## config.mk

```make
export PLATFORM = sky130hd
export DESIGN_NAME = imbc_master
export DESIGN_NICKNAME = d
export VERILOG_FILES = /design/src/logic/imbc_pkg.sv /design/src/logic/imbc_sync.sv /design/src/logic/imbc_master.sv
export VERILOG_INCLUDE_DIRS = /design/src /design/src/logic
export SDC_FILE = /design/constraint.sdc
export NUM_CORES = 1
export LEC_CHECK = 0
export BUFFER_PORTS_ARGS = -buffer_cell sky130_fd_sc_hd__buf_4
export CAP_MARGIN = 40
export CORE_MARGIN = 3
export CORE_UTILIZATION = 40
export CTS_CLUSTER_SIZE = 28
export DETAILED_ROUTE_END_ITERATION = 8
export RECOVER_POWER = 50
export SKIP_LAST_GASP = 1
export SLEW_MARGIN = 40
export SYNTH_ARGS = -nofsm -noshare
export SYNTH_HDL_FRONTEND = slang
export SYNTH_SLANG_ARGS = --single-unit
export TNS_END_PERCENT = 1
```

## constraint.sdc

```tcl
create_clock -name i_clk -period 3.3 [get_ports i_clk]
set_input_delay 0 -clock i_clk [delete_from_list [all_inputs] [get_ports i_clk]]
set_output_delay 0 -clock i_clk [all_outputs]
set_load 0.005 [all_outputs]
```

## src/logic/imbc_regs.svh

```systemverilog
`ifndef IMBC_REGS_SVH
`define IMBC_REGS_SVH

// Outcome codes
`define IMBC_OUT_OK       3'h0
`define IMBC_OUT_BUSY     3'h1
`define IMBC_OUT_NOTOWN   3'h2
`define IMBC_OUT_NAK      3'h3
`define IMBC_OUT_ARB      3'h4
`define IMBC_OUT_ABORT    3'h5
// Command codes
`define IMBC_CMD_START    3'h1
`define IMBC_CMD_RESTART  3'h2
`define IMBC_CMD_STOP     3'h3
`define IMBC_CMD_WRITE    3'h4
`define IMBC_CMD_READ     3'h5
`define IMBC_CMD_CLR_RD   3'h6
`define IMBC_CMD_CLR_WR   3'h7
// Timing: quarter of an SCL bit at 100 kbps, in ns
`define IMBC_QTR_NS       2500
`define IMBC_CLK_NS       50
`define IMBC_QTR_CYC      ((`IMBC_QTR_NS) / (`IMBC_CLK_NS))
// Reset values
`define IMBC_CNT_RST      8'h00
`define IMBC_BYTE_RST     8'h00

`endif

```

## src/logic/imbc_pkg.sv

```systemverilog
package imbc_pkg;

    typedef logic [2:0] imbc_cmd_t;
    typedef logic [2:0] imbc_outcome_t;

    typedef enum logic [3:0] {
        ST_IDLE,
        ST_START,
        ST_BIT,
        ST_ACK,
        ST_RACK,
        ST_STOP,
        ST_DONE
    } imbc_state_t;

endpackage : imbc_pkg

```

## src/logic/imbc_sync.sv

```systemverilog
`timescale 1ns/1ps
// Two-flop synchroniser for the bus pins; only stage two is read outside
module imbc_sync (
    // Clock
    input  wire logic       i_clk,
    input  wire logic       i_srst,
    input  wire logic       i_ce,
    // Pins
    input  wire logic [1:0] i_async,
    output logic      [1:0] o_sync
);
    logic [1:0] meta_q;
    logic [1:0] sync_q;

    // Both stages freeze with the clock enable; reset to idle bus level
    always_ff @(posedge i_clk) begin
        if (i_srst) begin
            meta_q <= 2'h3;
            sync_q <= 2'h3;
        end else if (i_ce) begin
            meta_q <= i_async;
            sync_q <= meta_q;
        end
    end

    assign o_sync = sync_q;
endmodule : imbc_sync

```

## src/logic/imbc_master.sv

```systemverilog
`timescale 1ns/1ps
`include "imbc_regs.svh"
// Behaviour
// - Start, then 7-bit address and direction
// - Direction zero writes, nonzero reads
// - Occupied bus: no Start, busy outcome
// - Not owner or slave busy: refuse
// - NAK on last byte reported
// - Arbitration loss only with multi-master
// - Slave activity first aborts Start
// - Every command but the two clears and code 0 sets byte-done flag
// - Repeated Start without Stop, then address
// - Stop does nothing after failed Start
// - Stop ends on Stop or lost arbitration
// - Write sends one byte after good Start
// - Write idle after failed Start
// - Read byte then ACK per select
// - Read after failed Start returns zero
// - Counters show bytes moved so far
// - Clear-read resets read pointer
// - Clear-write resets write pointer
// - Slave and multi-master coexist in block
module imbc_master (
    // Clock and control
    input  wire logic                  i_clk,
    input  wire logic                  i_srst,
    input  wire logic                  i_ce,
    // Configuration
    input  wire logic                  i_multi_master,
    input  wire logic                  i_slave_enable,
    input  wire logic                  i_slave_active,
    // Command port
    input  wire logic                  i_cmd_valid,
    input  wire imbc_pkg::imbc_cmd_t   i_cmd,
    input  wire logic [6:0]            i_address,
    input  wire logic [7:0]            i_direction_select,
    input  wire logic [7:0]            i_ack_select,
    input  wire logic [7:0]            i_wdata,
    // Status
    output logic                       o_byte_done,
    output logic                       o_busy,
    output imbc_pkg::imbc_outcome_t    o_outcome,
    output logic [7:0]                 o_rdata,
    output logic [7:0]                 o_rd_count,
    output logic [7:0]                 o_wr_count,
    // Bus pins, open drain
    input  wire logic                  i_scl,
    input  wire logic                  i_sda,
    output logic                       o_scl_oe,
    output logic                       o_sda_oe
);
    import imbc_pkg::*;

    localparam logic [7:0] QTR = 8'(`IMBC_QTR_CYC);

    // ************************************************************
    // State
    // ************************************************************
    typedef struct packed {
        imbc_state_t   st;
        logic [7:0]    tmr;
        logic [1:0]    ph;
        logic [3:0]    bitn;
        logic [7:0]    sh;
        logic          rd;
        logic          is_stop;
        logic          ack_bit;
        logic          owner;
        logic          good;
        logic          bus_busy;
        logic [1:0]    prev;
        logic          done;
        logic          busy;
        imbc_outcome_t outcome;
        logic [7:0]    rdata;
        logic [7:0]    rcnt;
        logic [7:0]    wcnt;
        logic          scl_oe;
        logic          sda_oe;
    } imbc_st_t;

    imbc_st_t s_q;
    imbc_st_t s_d;
    logic [1:0] pins;
    logic       scl_s;
    logic       sda_s;
    logic       tick;

    // ************************************************************
    // Pin synchroniser
    // ************************************************************
    imbc_sync u_sync (
        .i_clk   (i_clk),
        .i_srst  (i_srst),
        .i_ce    (i_ce),
        .i_async ({i_scl, i_sda}),
        .o_sync  (pins)
    );

    assign scl_s = pins[1];
    assign sda_s = pins[0];
    assign tick  = (s_q.tmr == 8'h00);

    // ************************************************************
    // Next state
    // ************************************************************
    always_comb begin
        s_d      = s_q;
        s_d.done = 1'b0;
        s_d.prev = {scl_s, sda_s};
        // Bus occupancy from Start/Stop seen by anyone, including us
        if (s_q.prev[1] && scl_s && s_q.prev[0] && !sda_s) begin
            s_d.bus_busy = 1'b1;
        end else if (s_q.prev[1] && scl_s && !s_q.prev[0] && sda_s) begin
            s_d.bus_busy = 1'b0;
        end
        if (s_q.tmr != 8'h00) begin
            s_d.tmr = s_q.tmr - 8'h01;
        end

        unique case (s_q.st)
            ST_IDLE: begin
                if (i_cmd_valid) begin
                    s_d.busy = 1'b1;
                    s_d.outcome = `IMBC_OUT_OK;
                    s_d.tmr = QTR;
                    s_d.ph = 2'h0;
                    s_d.is_stop = 1'b0;
                    unique case (i_cmd)
                        `IMBC_CMD_START, `IMBC_CMD_RESTART: begin
                            s_d.sh = {i_address, (i_direction_select != 8'h00)};
                            s_d.rd = (i_direction_select != 8'h00);
                            s_d.bitn = 4'h0;
                            if (i_slave_active) begin
                                s_d.outcome = `IMBC_OUT_NOTOWN;
                                s_d.st = ST_DONE;
                            end else if (i_cmd == `IMBC_CMD_START && s_q.bus_busy) begin
                                s_d.outcome = `IMBC_OUT_BUSY;
                                s_d.st = ST_DONE;
                            end else if (i_cmd == `IMBC_CMD_RESTART && !s_q.owner) begin
                                s_d.outcome = `IMBC_OUT_NOTOWN;
                                s_d.st = ST_DONE;
                            end else begin
                                s_d.good = 1'b0;
                                s_d.st = ST_START;
                            end
                        end
                        `IMBC_CMD_STOP: begin
                            s_d.is_stop = 1'b1;
                            if (s_q.good && s_q.owner) begin
                                s_d.st = ST_STOP;
                            end else begin
                                s_d.st = ST_DONE;
                            end
                        end
                        `IMBC_CMD_WRITE, `IMBC_CMD_READ: begin
                            s_d.rd = (i_cmd == `IMBC_CMD_READ);
                            s_d.sh = (i_cmd == `IMBC_CMD_READ) ? 8'hFF : i_wdata;
                            s_d.ack_bit = (i_ack_select == 8'h00);
                            s_d.bitn = 4'h0;
                            if (!s_q.good || !s_q.owner) begin
                                if (i_cmd == `IMBC_CMD_READ) begin
                                    s_d.rdata = `IMBC_BYTE_RST;
                                end else begin
                                    s_d.outcome = `IMBC_OUT_NOTOWN;
                                end
                                s_d.st = ST_DONE;
                            end else begin
                                s_d.st = ST_BIT;
                            end
                        end
                        `IMBC_CMD_CLR_RD: begin
                            s_d.rcnt = `IMBC_CNT_RST;
                            s_d.busy = 1'b0;
                        end
                        `IMBC_CMD_CLR_WR: begin
                            s_d.wcnt = `IMBC_CNT_RST;
                            s_d.busy = 1'b0;
                        end
                        default: begin
                            s_d.busy = 1'b0;
                        end
                    endcase
                end
            end
            // Start or repeated Start: release both, then SDA low under SCL high
            ST_START: if (tick) begin
                s_d.tmr = QTR;
                s_d.ph = s_q.ph + 2'h1;
                unique case (s_q.ph)
                    2'h0: begin s_d.sda_oe = 1'b0; s_d.scl_oe = 1'b0; end
                    2'h1: begin
                        if (i_slave_enable && i_slave_active) begin
                            s_d.outcome = `IMBC_OUT_ABORT;
                            s_d.st = ST_DONE;
                        end else if (i_multi_master && !sda_s) begin
                            s_d.outcome = `IMBC_OUT_ARB;
                            s_d.owner = 1'b0;
                            s_d.st = ST_DONE;
                        end else begin
                            s_d.sda_oe = 1'b1;
                        end
                    end
                    2'h2: s_d.scl_oe = 1'b1;
                    2'h3: begin s_d.owner = 1'b1; s_d.ph = 2'h0; s_d.st = ST_BIT; end
                endcase
            end
            // Eight data bits: drive on phase 0, SCL high on 1, sample on 2
            ST_BIT: if (tick) begin
                s_d.tmr = QTR;
                s_d.ph = s_q.ph + 2'h1;
                unique case (s_q.ph)
                    2'h0: s_d.sda_oe = ~s_q.sh[7];
                    2'h1: s_d.scl_oe = 1'b0;
                    2'h2: begin
                        // Stretched clock: hold phase until SCL really rises
                        if (!scl_s) begin
                            s_d.ph = s_q.ph;
                        end else if (i_multi_master && s_q.sh[7] && !sda_s
                                     && !(s_q.rd && s_q.good)) begin   // Read data is not ours
                            s_d.outcome = `IMBC_OUT_ARB;
                            s_d.owner = 1'b0;
                            s_d.sda_oe = 1'b0;
                            s_d.st = ST_DONE;
                        end else begin
                            s_d.sh = {s_q.sh[6:0], sda_s};
                        end
                    end
                    2'h3: begin
                        s_d.scl_oe = 1'b1;
                        s_d.ph = 2'h0;
                        s_d.bitn = s_q.bitn + 4'h1;
                        if (s_q.bitn == 4'h7) begin
                            s_d.st = (s_q.rd && s_q.good) ? ST_RACK : ST_ACK;
                        end
                    end
                endcase
            end
            // Acknowledge from slave after address or written byte
            ST_ACK: if (tick) begin
                s_d.tmr = QTR;
                s_d.ph = s_q.ph + 2'h1;
                unique case (s_q.ph)
                    2'h0: s_d.sda_oe = 1'b0;
                    2'h1: s_d.scl_oe = 1'b0;
                    2'h2: begin
                        if (!scl_s) begin
                            s_d.ph = s_q.ph;
                        end else if (sda_s) begin
                            s_d.outcome = `IMBC_OUT_NAK;
                        end
                    end
                    2'h3: begin
                        s_d.scl_oe = 1'b1;
                        if (s_q.good) begin
                            s_d.wcnt = s_q.wcnt + 8'h01;
                        end
                        s_d.good = 1'b1;
                        s_d.st = ST_DONE;
                    end
                endcase
            end
            // Master answers a read byte with ACK or NAK
            ST_RACK: if (tick) begin
                s_d.tmr = QTR;
                s_d.ph = s_q.ph + 2'h1;
                unique case (s_q.ph)
                    2'h0: begin
                        s_d.sda_oe = ~s_q.ack_bit;
                        s_d.rdata = s_q.sh;
                    end
                    2'h1: s_d.scl_oe = 1'b0;
                    2'h2: if (!scl_s) s_d.ph = s_q.ph;
                    2'h3: begin
                        s_d.scl_oe = 1'b1;
                        s_d.sda_oe = 1'b0;
                        s_d.rcnt = s_q.rcnt + 8'h01;
                        s_d.st = ST_DONE;
                    end
                endcase
            end
            // Stop: SDA low, SCL released, then SDA released
            ST_STOP: if (tick) begin
                s_d.tmr = QTR;
                s_d.ph = s_q.ph + 2'h1;
                unique case (s_q.ph)
                    2'h0: s_d.sda_oe = 1'b1;
                    2'h1: s_d.scl_oe = 1'b0;
                    2'h2: begin
                        if (!scl_s) begin
                            s_d.ph = s_q.ph;
                        end else if (i_multi_master && sda_s) begin
                            // Someone else held the line on the last ACK
                            s_d.outcome = `IMBC_OUT_ARB;
                            s_d.sda_oe = 1'b0;
                            s_d.owner = 1'b0;
                            s_d.st = ST_DONE;
                        end else begin
                            s_d.sda_oe = 1'b0;
                        end
                    end
                    2'h3: begin s_d.owner = 1'b0; s_d.st = ST_DONE; end
                endcase
            end
            // Completion: one-cycle flag, distinct outcome code held
            ST_DONE: begin
                s_d.done = 1'b1;
                s_d.busy = 1'b0;
                s_d.ph = 2'h0;
                // A NAK keeps the Start valid, else a Stop could never free a held SCL
                if (s_q.is_stop || (s_q.outcome != `IMBC_OUT_OK
                                    && s_q.outcome != `IMBC_OUT_NAK)) begin
                    s_d.good = 1'b0;
                end
                if (s_q.outcome == `IMBC_OUT_ARB || s_q.outcome == `IMBC_OUT_ABORT) begin
                    s_d.good = 1'b0;
                end
                s_d.st = ST_IDLE;
            end
            default: s_d.st = ST_IDLE;
        endcase
    end

    // ************************************************************
    // Register
    // ************************************************************
    always_ff @(posedge i_clk) begin
        if (i_srst) begin
            s_q <= '0;
            s_q.st <= ST_IDLE;
            s_q.prev <= 2'h3;
        end else if (i_ce) begin
            s_q <= s_d;
        end
    end

    assign o_byte_done = s_q.done;
    assign o_busy      = s_q.busy;
    assign o_outcome   = s_q.outcome;
    assign o_rdata     = s_q.rdata;
    assign o_rd_count  = s_q.rcnt;
    assign o_wr_count  = s_q.wcnt;
    assign o_scl_oe    = s_q.scl_oe;
    assign o_sda_oe    = s_q.sda_oe;
endmodule : imbc_master

```

==> out/results.tsv, run 1 <==
stage	metric	value	unit
route	DRC	0	
yosys	mux share of post-synthesis cell area	1.53	%
timing	fin crit period	2.87	ns
placement	Setup WS pre-CTS	0.573	ns
timing	Final Hold Fails	0	
status	status	complete, no violations	
clock_network	cts bufs inserted	9	
placement	PortBufs	73	
critical_path	CP Launch Type	flip-flop	
yosys	Compound-Gate Fraction of Synth Area	27.1	%
die	die area	12800	um2
pwr	PwrDens	635	nW/um2
flow_run	Max Cap Viol	0	
die	Die Height	113	um
global_route	initial antenna violation count	0	
yosys	Netlist cell types	76	
timing	setup TNS	0	ns
global_route	met3 GRT Util	3.53	%
placement	routability cong.	0.943	
timing	worst rel slew slack	45.6	%
pwr	Design Power	3400	uW
clock_network	Root Driver	clkbuf_16	
clock_network	Worst-Skew Late Latency	0.34	ns
critical_path	CP endpoint kind	flip-flop	
global_route	M1 GR Usage	30.7	%
yosys	Yosys top cell by area	dfxtp_1	
final_layout	fin nets	669	
global_route	GR Layer Usage met2	34.2	%
critical_path	CP max FO	14	
placement	DP Wirelength	9880	um
critical_path	Slowest-stage cell, CP	or4b_2	
global_route	total track usage	21.8	%
final_layout	most frequent cells in the layout	dfxtp_1 (68), buf_4 (54), a21oi_1 (52)	
yosys	synth top area cells	dfxtp_1 (30%), a21oi_1 (5.7%), buf_4 (4.4%)	
final_layout	area grow syn2layout	17.0	%
yosys	Cells after Synth	580	
timing	RSZ-0062 raised after global routing	false	
final_layout	Inserted Diodes	0	
timing	Highest Clock Rate	348	MHz
timing	Setup violations, final	0	
clock_network	TritonCTS clock tree	done	
final_layout	share of layout cells above drive strength 1	18.3	%
yosys	Mapped Nets	632	
critical_path	crit path kind	reg2reg	
yosys	register area share after synthesis	29.7	%
global_route	largest net degree at the start of global routing	62	
route	DRT Pass-1 Iters	5	
pwr	Lkg Pwr	0.00201	uW
final_layout	filler instances	1105	
yosys	Simple-Gate Fraction of Synth Area	27.7	%
timing	Worst-Margin Slew	0.808	ns
timing	Worst Skew	0.00868	ns
yosys	xor-xnor portion of the synthesized cell area	1.53	%
timing	Pins Over Slew Limit	0	
yosys	share of the synthesized area in the top cell type	29.7	%
yosys	Post-synth EDFFs	0	
clock_network	post-CTS sizing	0	
timing	fin crit share	87.0	%
die	starting density of the core	41.5	%
yosys	Synth Register Bits	68	
critical_path	ordered cell list for the critical path	clkbuf_1 > or4b_2 > nor2_1 > buf_4 > nand4_1 > dlygate4sd3_1 > a21oi_1	
critical_path	Worst Path Required	3.56	ns
critical_path	crit-path leading delay family	simple AND/OR/NAND/NOR gates	
clock_network	Clock Sinks	68	
route	vias after detailed routing	4519	
critical_path	worst path arrival time	3.13	ns
die	Die Wd	113	um
route	detailed-route vias per instance	5.95	
die	Ports	74	
timing	Setup WS post-layout	0.429	ns
yosys	Post-synth top flop	dfxtp_1	
route	drt total wl	13700	um
route	WL per Instance	18.1	um
die	core area	11000	um2
yosys	Post-Synth Adder-Cell Area	2.46	%
global_route	Top Usage Layer GRT	met2	
global_route	first-pass GRT wire length	22800	um
die	number of placement rows	38	
pwr	maximum VDD drop	0.263	mV
critical_path	CP max stage delay	0.85	ns
route	Routed Antenna Nets	0	
timing	Hold WS	0.108	ns
global_route	grt ovf	0	
critical_path	Bufs and invs on worst path	3	
hold_path	Hold WC Path Type	in2reg	
yosys	Yosys Warn Count	0	
global_route	vias in the first global route	4372	
final_layout	most common cell after layout, fill and taps aside	dfxtp_1	
yosys	ys async rst share	0	%
clock_network	Clock Pin Slew Worst Setup and Hold Paths	0.06	ns
route	Detailed Route Iter0 Violations	356	
clock_network	Clock Path Buffers	2	
yosys	Cell Area, Synth	4580	um2
clock_network	CTS HTree Levels	3	
yosys	Avg Cell Area, Syn	7.89	um2
yosys	largest family of logic cells by synthesized area	simple AND/OR/NAND/NOR gates	
-- stage by stage --
| stage | util (%) | instance area (um2) | instances |
|---|---|---|---|
| global route | 48.6 | 5360 | 759 |
| detailed placement | 45.8 | 5050 | 741 |
| global placement | 45.7 | 5050 | 741 |
| finish | 48.6 | 5360 | 759 |
| floorplan | - | 4580 | 580 |
| CTS | 48.8 | 5380 | 759 |
-- synth_stat cells, drive strengths merged (4+ instances only) --
| cell | number |
|---|---|
| a211o | 5 |
| a211oi | 17 |
| a21oi | 52 |
| a311oi | 5 |
| a31oi | 8 |
| a41oi | 6 |
| and2 | 10 |
| and3 | 6 |
| buf | 33 |
| clkbuf | 35 |
| dfxtp | 68 |
| ha | 9 |
| inv | 17 |
| mux2i | 7 |
| nand2 | 40 |
| nand2b | 25 |
| nand3 | 18 |
| nand3b | 5 |
| nand4 | 11 |
| nand4b | 5 |
| nor2 | 32 |
| nor2b | 10 |
| nor3 | 16 |
| nor3b | 6 |
| nor4 | 11 |
| o211ai | 7 |
| o21ai | 18 |
| o22ai | 8 |
| o2bb2a | 7 |
| o31ai | 4 |
| or3 | 10 |
| or4 | 5 |
| xor2 | 7 |
-- state kept, by name, summed over array words and instances, names as in the netlist --
| name | cells |
|---|---|
| o_scl_oe | 1 |
| u_sync.meta_q | 2 |
| o_outcome | 3 |
| o_byte_done | 1 |
| s_q | 33 |
| o_rd_count | 8 |
| o_rdata | 8 |
| u_sync.o_sync | 2 |
| o_wr_count | 8 |
| o_sda_oe | 1 |
| o_busy | 1 |
-- area by class of cell --
cell class	count	area (um2)	area share [%]
well taps	140	175	3.27
repair buffers	94	696	13.0
inverters	19	76.3	1.42
clock buffers	10	239	4.46
flip-flops and latches	68	1360	25.4
clock inverters	3	40.0	0.747
multi-input cells	425	2770	51.7
-- per-layer routing --
metal,vias up,wire length (um)
met1,2095,6330
li1,2218,-
met3,19,929
met5,-,0
met2,187,6230
met4,0,244
-- tightest hold or removal path, delay by kind of cell --
| family | cells | cell delay [ns] |
|---|---|---|
| buffers and inverters | 1 | 0.16 |
| and+or+nand+nor | 2 | 0.16 |
| AOI/OAI and AO/OA | 1 | 0.09 |
-- kinds of logic (layout without fill, tap and decap cells) --
family,Yosys count,count (layout)
buf+inv,87,126
mux,7,7
simple gates,224,224
fa+ha+maj,9,9
flops,68,68
xor+xnor,8,8
compound gates,177,177
-- power breakdown --
part	leakage, uW	total (uW)	internal (uW)	switching, uW
logic	0.00132	1410	551	856
clock network	0.000140	941	590	352
registers	0.000552	1050	922	130
total	0.00201	3400	2060	1340
-- final timing paths --
kind / startpoint / end / slack [ns] / cells past startpoint
worst min-delay path: i_cmd[1] / o_busy / 0.11 / 4
worst min register to register: o_rdata[4] / o_rdata[4] / 0.47 / 2
worst max register to register: s_q[62] / s_q[36] / 0.43 / 7
worst max-delay path: s_q[62] / s_q[36] / 0.43 / 7
-- repair_timing --
item / CTS / global route
hold buffers: 5 / 0
endpoints found under the hold margin: 3 / 0
buffers inserted: 0 / 0
Power figures use the tool's default switching activity.
==> inputs of run 2 (changes only) <==
--- a/config.mk
+++ b/config.mk
@@ -9,7 +9,7 @@
 export BUFFER_PORTS_ARGS = -buffer_cell sky130_fd_sc_hd__buf_4
 export CAP_MARGIN = 40
 export CORE_MARGIN = 3
-export CORE_UTILIZATION = 40
+export CORE_UTILIZATION = 41
 export CTS_CLUSTER_SIZE = 28
 export DETAILED_ROUTE_END_ITERATION = 8
 export RECOVER_POWER = 50
==> run 2 against run 1 <==
  * Utilization increased by 1.7 points
  * Global-route usage decreased by 0.33 points
  * Final area decreased by 0.54%
  * Clock skew about the same
  * Critical path type unchanged
  * Routed wire length decreased by 1.7%
  * First-iteration DRC count increased by 7.6%
  * Combinational power about the same
  * Worst setup slack improved by 0.043 ns
  * Die area decreased by 2.3%
  * Via count increased by 0.33%
  * Non-clock buffer count decreased by 1
  * Critical path depth unchanged
==> out/results.tsv, run 2 (same netlist as run 1, synthesis figures left out) <==
stage	metric	value	unit	change
timing	setup TNS	0	ns	unchanged
critical_path	most used cell, CP	or4_1		
pwr	PwrDens	631	nW/um2	-0.58%
critical_path	crit path kind	reg2reg		
route	DRC	0		unchanged
status	status	complete, no violations		
route	Routed Antenna Nets	0		unchanged
placement	Setup WS pre-CTS	0.579	ns	+0.00592 ns
die	die area	12500	um2	-2.3%
clock_network	TritonCTS clock tree	done		
critical_path	Crit path depth	7		unchanged
critical_path	crit path capture	s_q[50]		
final_layout	most frequent cells in the layout	dfxtp_1 (68), buf_4 (55), a21oi_1 (52)		
critical_path	Worst Path Required	3.58	ns	+0.02 ns
die	starting density of the core	43.2	%	+1.7 points
final_layout	most common cell after layout, fill and taps aside	dfxtp_1		
timing	Worst Skew	0.00914	ns	+0.000458 ns
die	number of placement rows	37		-2.6%
placement	PortBufs	73		unchanged
final_layout	max FFs per register	33		unchanged
critical_path	r2r endpoint	s_q[50]		
final_layout	Layout Utilization	50.3	%	+1.7 points
critical_path	Worst R2R Start	s_q[53]		
clock_network	Clock Path Buffers	2		unchanged
die	Die Height	112	um	-1.2%
placement	DP Wirelength	9710	um	-1.7%
global_route	total track usage	21.5	%	-0.33 points
clock_network	CTS HTree Levels	3		unchanged
route	drt total wl	13500	um	-1.7%
critical_path	worst path arrival time	3.11	ns	-0.02 ns
global_route	largest net degree at the start of global routing	62		unchanged
global_route	first-pass GRT wire length	22100	um	-2.9%
pwr	Lkg Pwr	0.00200	uW	-0.72%
clock_network	Clock Pin Slew Worst Setup and Hold Paths	0.07	ns	about the same
timing	Highest Clock Rate	354	MHz	+1.5%
critical_path	R2R Setup Slk	0.47	ns	+0.04 ns
final_layout	area grow syn2layout	16.4	%	
critical_path	Slowest-stage cell, CP	nor4b_1		
clock_network	Worst-Skew Late Latency	0.35	ns	about the same
critical_path	crit-path leading delay family	simple AND/OR/NAND/NOR gates		
final_layout	Inserted Diodes	0		unchanged
timing	Worst-Margin Slew	1.04	ns	+0.227 ns
pwr	Design Power	3360	uW	-1.1%
timing	RSZ-0062 raised after global routing	false		
route	detailed-route vias per instance	5.99		+0.60%
critical_path	CP max FO	7		-7
clock_network	cts bufs inserted	9		unchanged
global_route	initial antenna violation count	0		unchanged
critical_path	CP endpoint kind	flip-flop		
critical_path	Worst R2R Path Depth	7		unchanged
timing	Setup WS post-layout	0.472	ns	+0.0430 ns
timing	Setup violations, final	0		unchanged
flow_run	Max Cap Viol	0		unchanged
final_layout	fin nets	668		-0.15%
route	Detailed Route Iter0 Violations	383		+7.6%
route	WL per Instance	17.8	um	-1.4%
timing	Pins Over Slew Limit	0		unchanged
clock_network	Clock Sinks	68		unchanged
global_route	vias in the first global route	4268		-2.4%
timing	Final Hold Fails	0		unchanged
critical_path	Bufs and invs on worst path	1		-2
route	DRT Pass-1 Iters	6		+1
final_layout	share of layout cells above drive strength 1	18.7	%	+0.42 points
final_layout	register name with the most flops	s_q		
clock_network	Root Driver	clkbuf_8		
critical_path	ordered cell list for the critical path	inv_1 > ha_1 > nor4b_1 > a31oi_1 > or4_1 > or4_1 > a21oi_1		
pwr	maximum VDD drop	0.350	mV	+33%
critical_path	CP max stage delay	0.66	ns	-0.19 ns
hold_path	Hold WC Path Type	in2reg		
timing	worst rel slew slack	30.8	%	-15 points
die	core area	10600	um2	-3.9%
die	Die Wd	112	um	-1.2%
die	Ports	74		unchanged
critical_path	Critical Path Source	s_q[53]		
timing	Hold WS	0.0868	ns	-0.0210 ns
timing	fin crit period	2.83	ns	-0.0430 ns
placement	routability cong.	0.925		-2.0%
timing	fin crit share	85.7	%	-1.3 points
global_route	grt ovf	0		unchanged
route	vias after detailed routing	4534		+0.33%
critical_path	CP Launch Type	flip-flop		
## run 2: changes by cell type in the layout (fill, tap and decap cells not counted), sizes merged
cell	previous run	this run
bufinv	1	4
clkbuf	45	43
buf	54	55
clkinv	4	3
clkinvlp	0	1
## run 2: through the flow
stage / std cells / area (um2)
detailed placement: 736 / 5040
CTS: 757 / 5360
floorplan: 580 / 4580
global placement: 736 / 5040
global route: 757 / 5330
finish: 757 / 5330
## run 2: timing repair
action,in CTS,in global routing
gates resized for setup,0,0
hold endpoints to repair,3,0
buffers inserted,0,0
hold buffers,5,0
## run 2: power breakdown
| part | internal, uW | leakage, uW | switching, uW |
|---|---|---|---|
| sequential | 921 | 0.000552 | 133 |
| combinational | 540 | 0.00132 | 837 |
| clock | 580 | 0.000127 | 353 |
## run 2: tightest hold or removal path, delay by kind of cell
kind	cells	cell delay [ns]
buffers and inverters	1	0.22
AND/OR/NAND/NOR	1	0.10
AO/OA/AOI/OAI	1	0.06
## run 2: worst min-delay path by stage
stage                     startpoint                to  depth (start not counted)
final                           i_ce           s_q[59]                          3
after global routing            i_ce           s_q[59]                          3
after CTS                       i_ce           s_q[59]                          3
after detailed placement       i_scl  u_sync.meta_q[1]                          2
after global placement         i_scl  u_sync.meta_q[1]                          2
after floorplan                i_sda  u_sync.meta_q[0]                          1
## run 2: layout make-up
cell class / count / area [um2]
Fill cell: 1095 / 5270
Tap cell: 136 / 170
Sequential cell: 68 / 1360
Clock buffer: 10 / 128
Timing Repair Buffer: 93 / 699
Inverter: 19 / 76.3
Multi-Input combinational cell: 425 / 2760
Clock inverter: 6 / 136
## run 2: per-layer routing
metal	routed length, um	GRT usage, %
met1	6280	30.4
met2	6060	32.9
met3	879	3.91
met4	289	7.30
met5	0	0
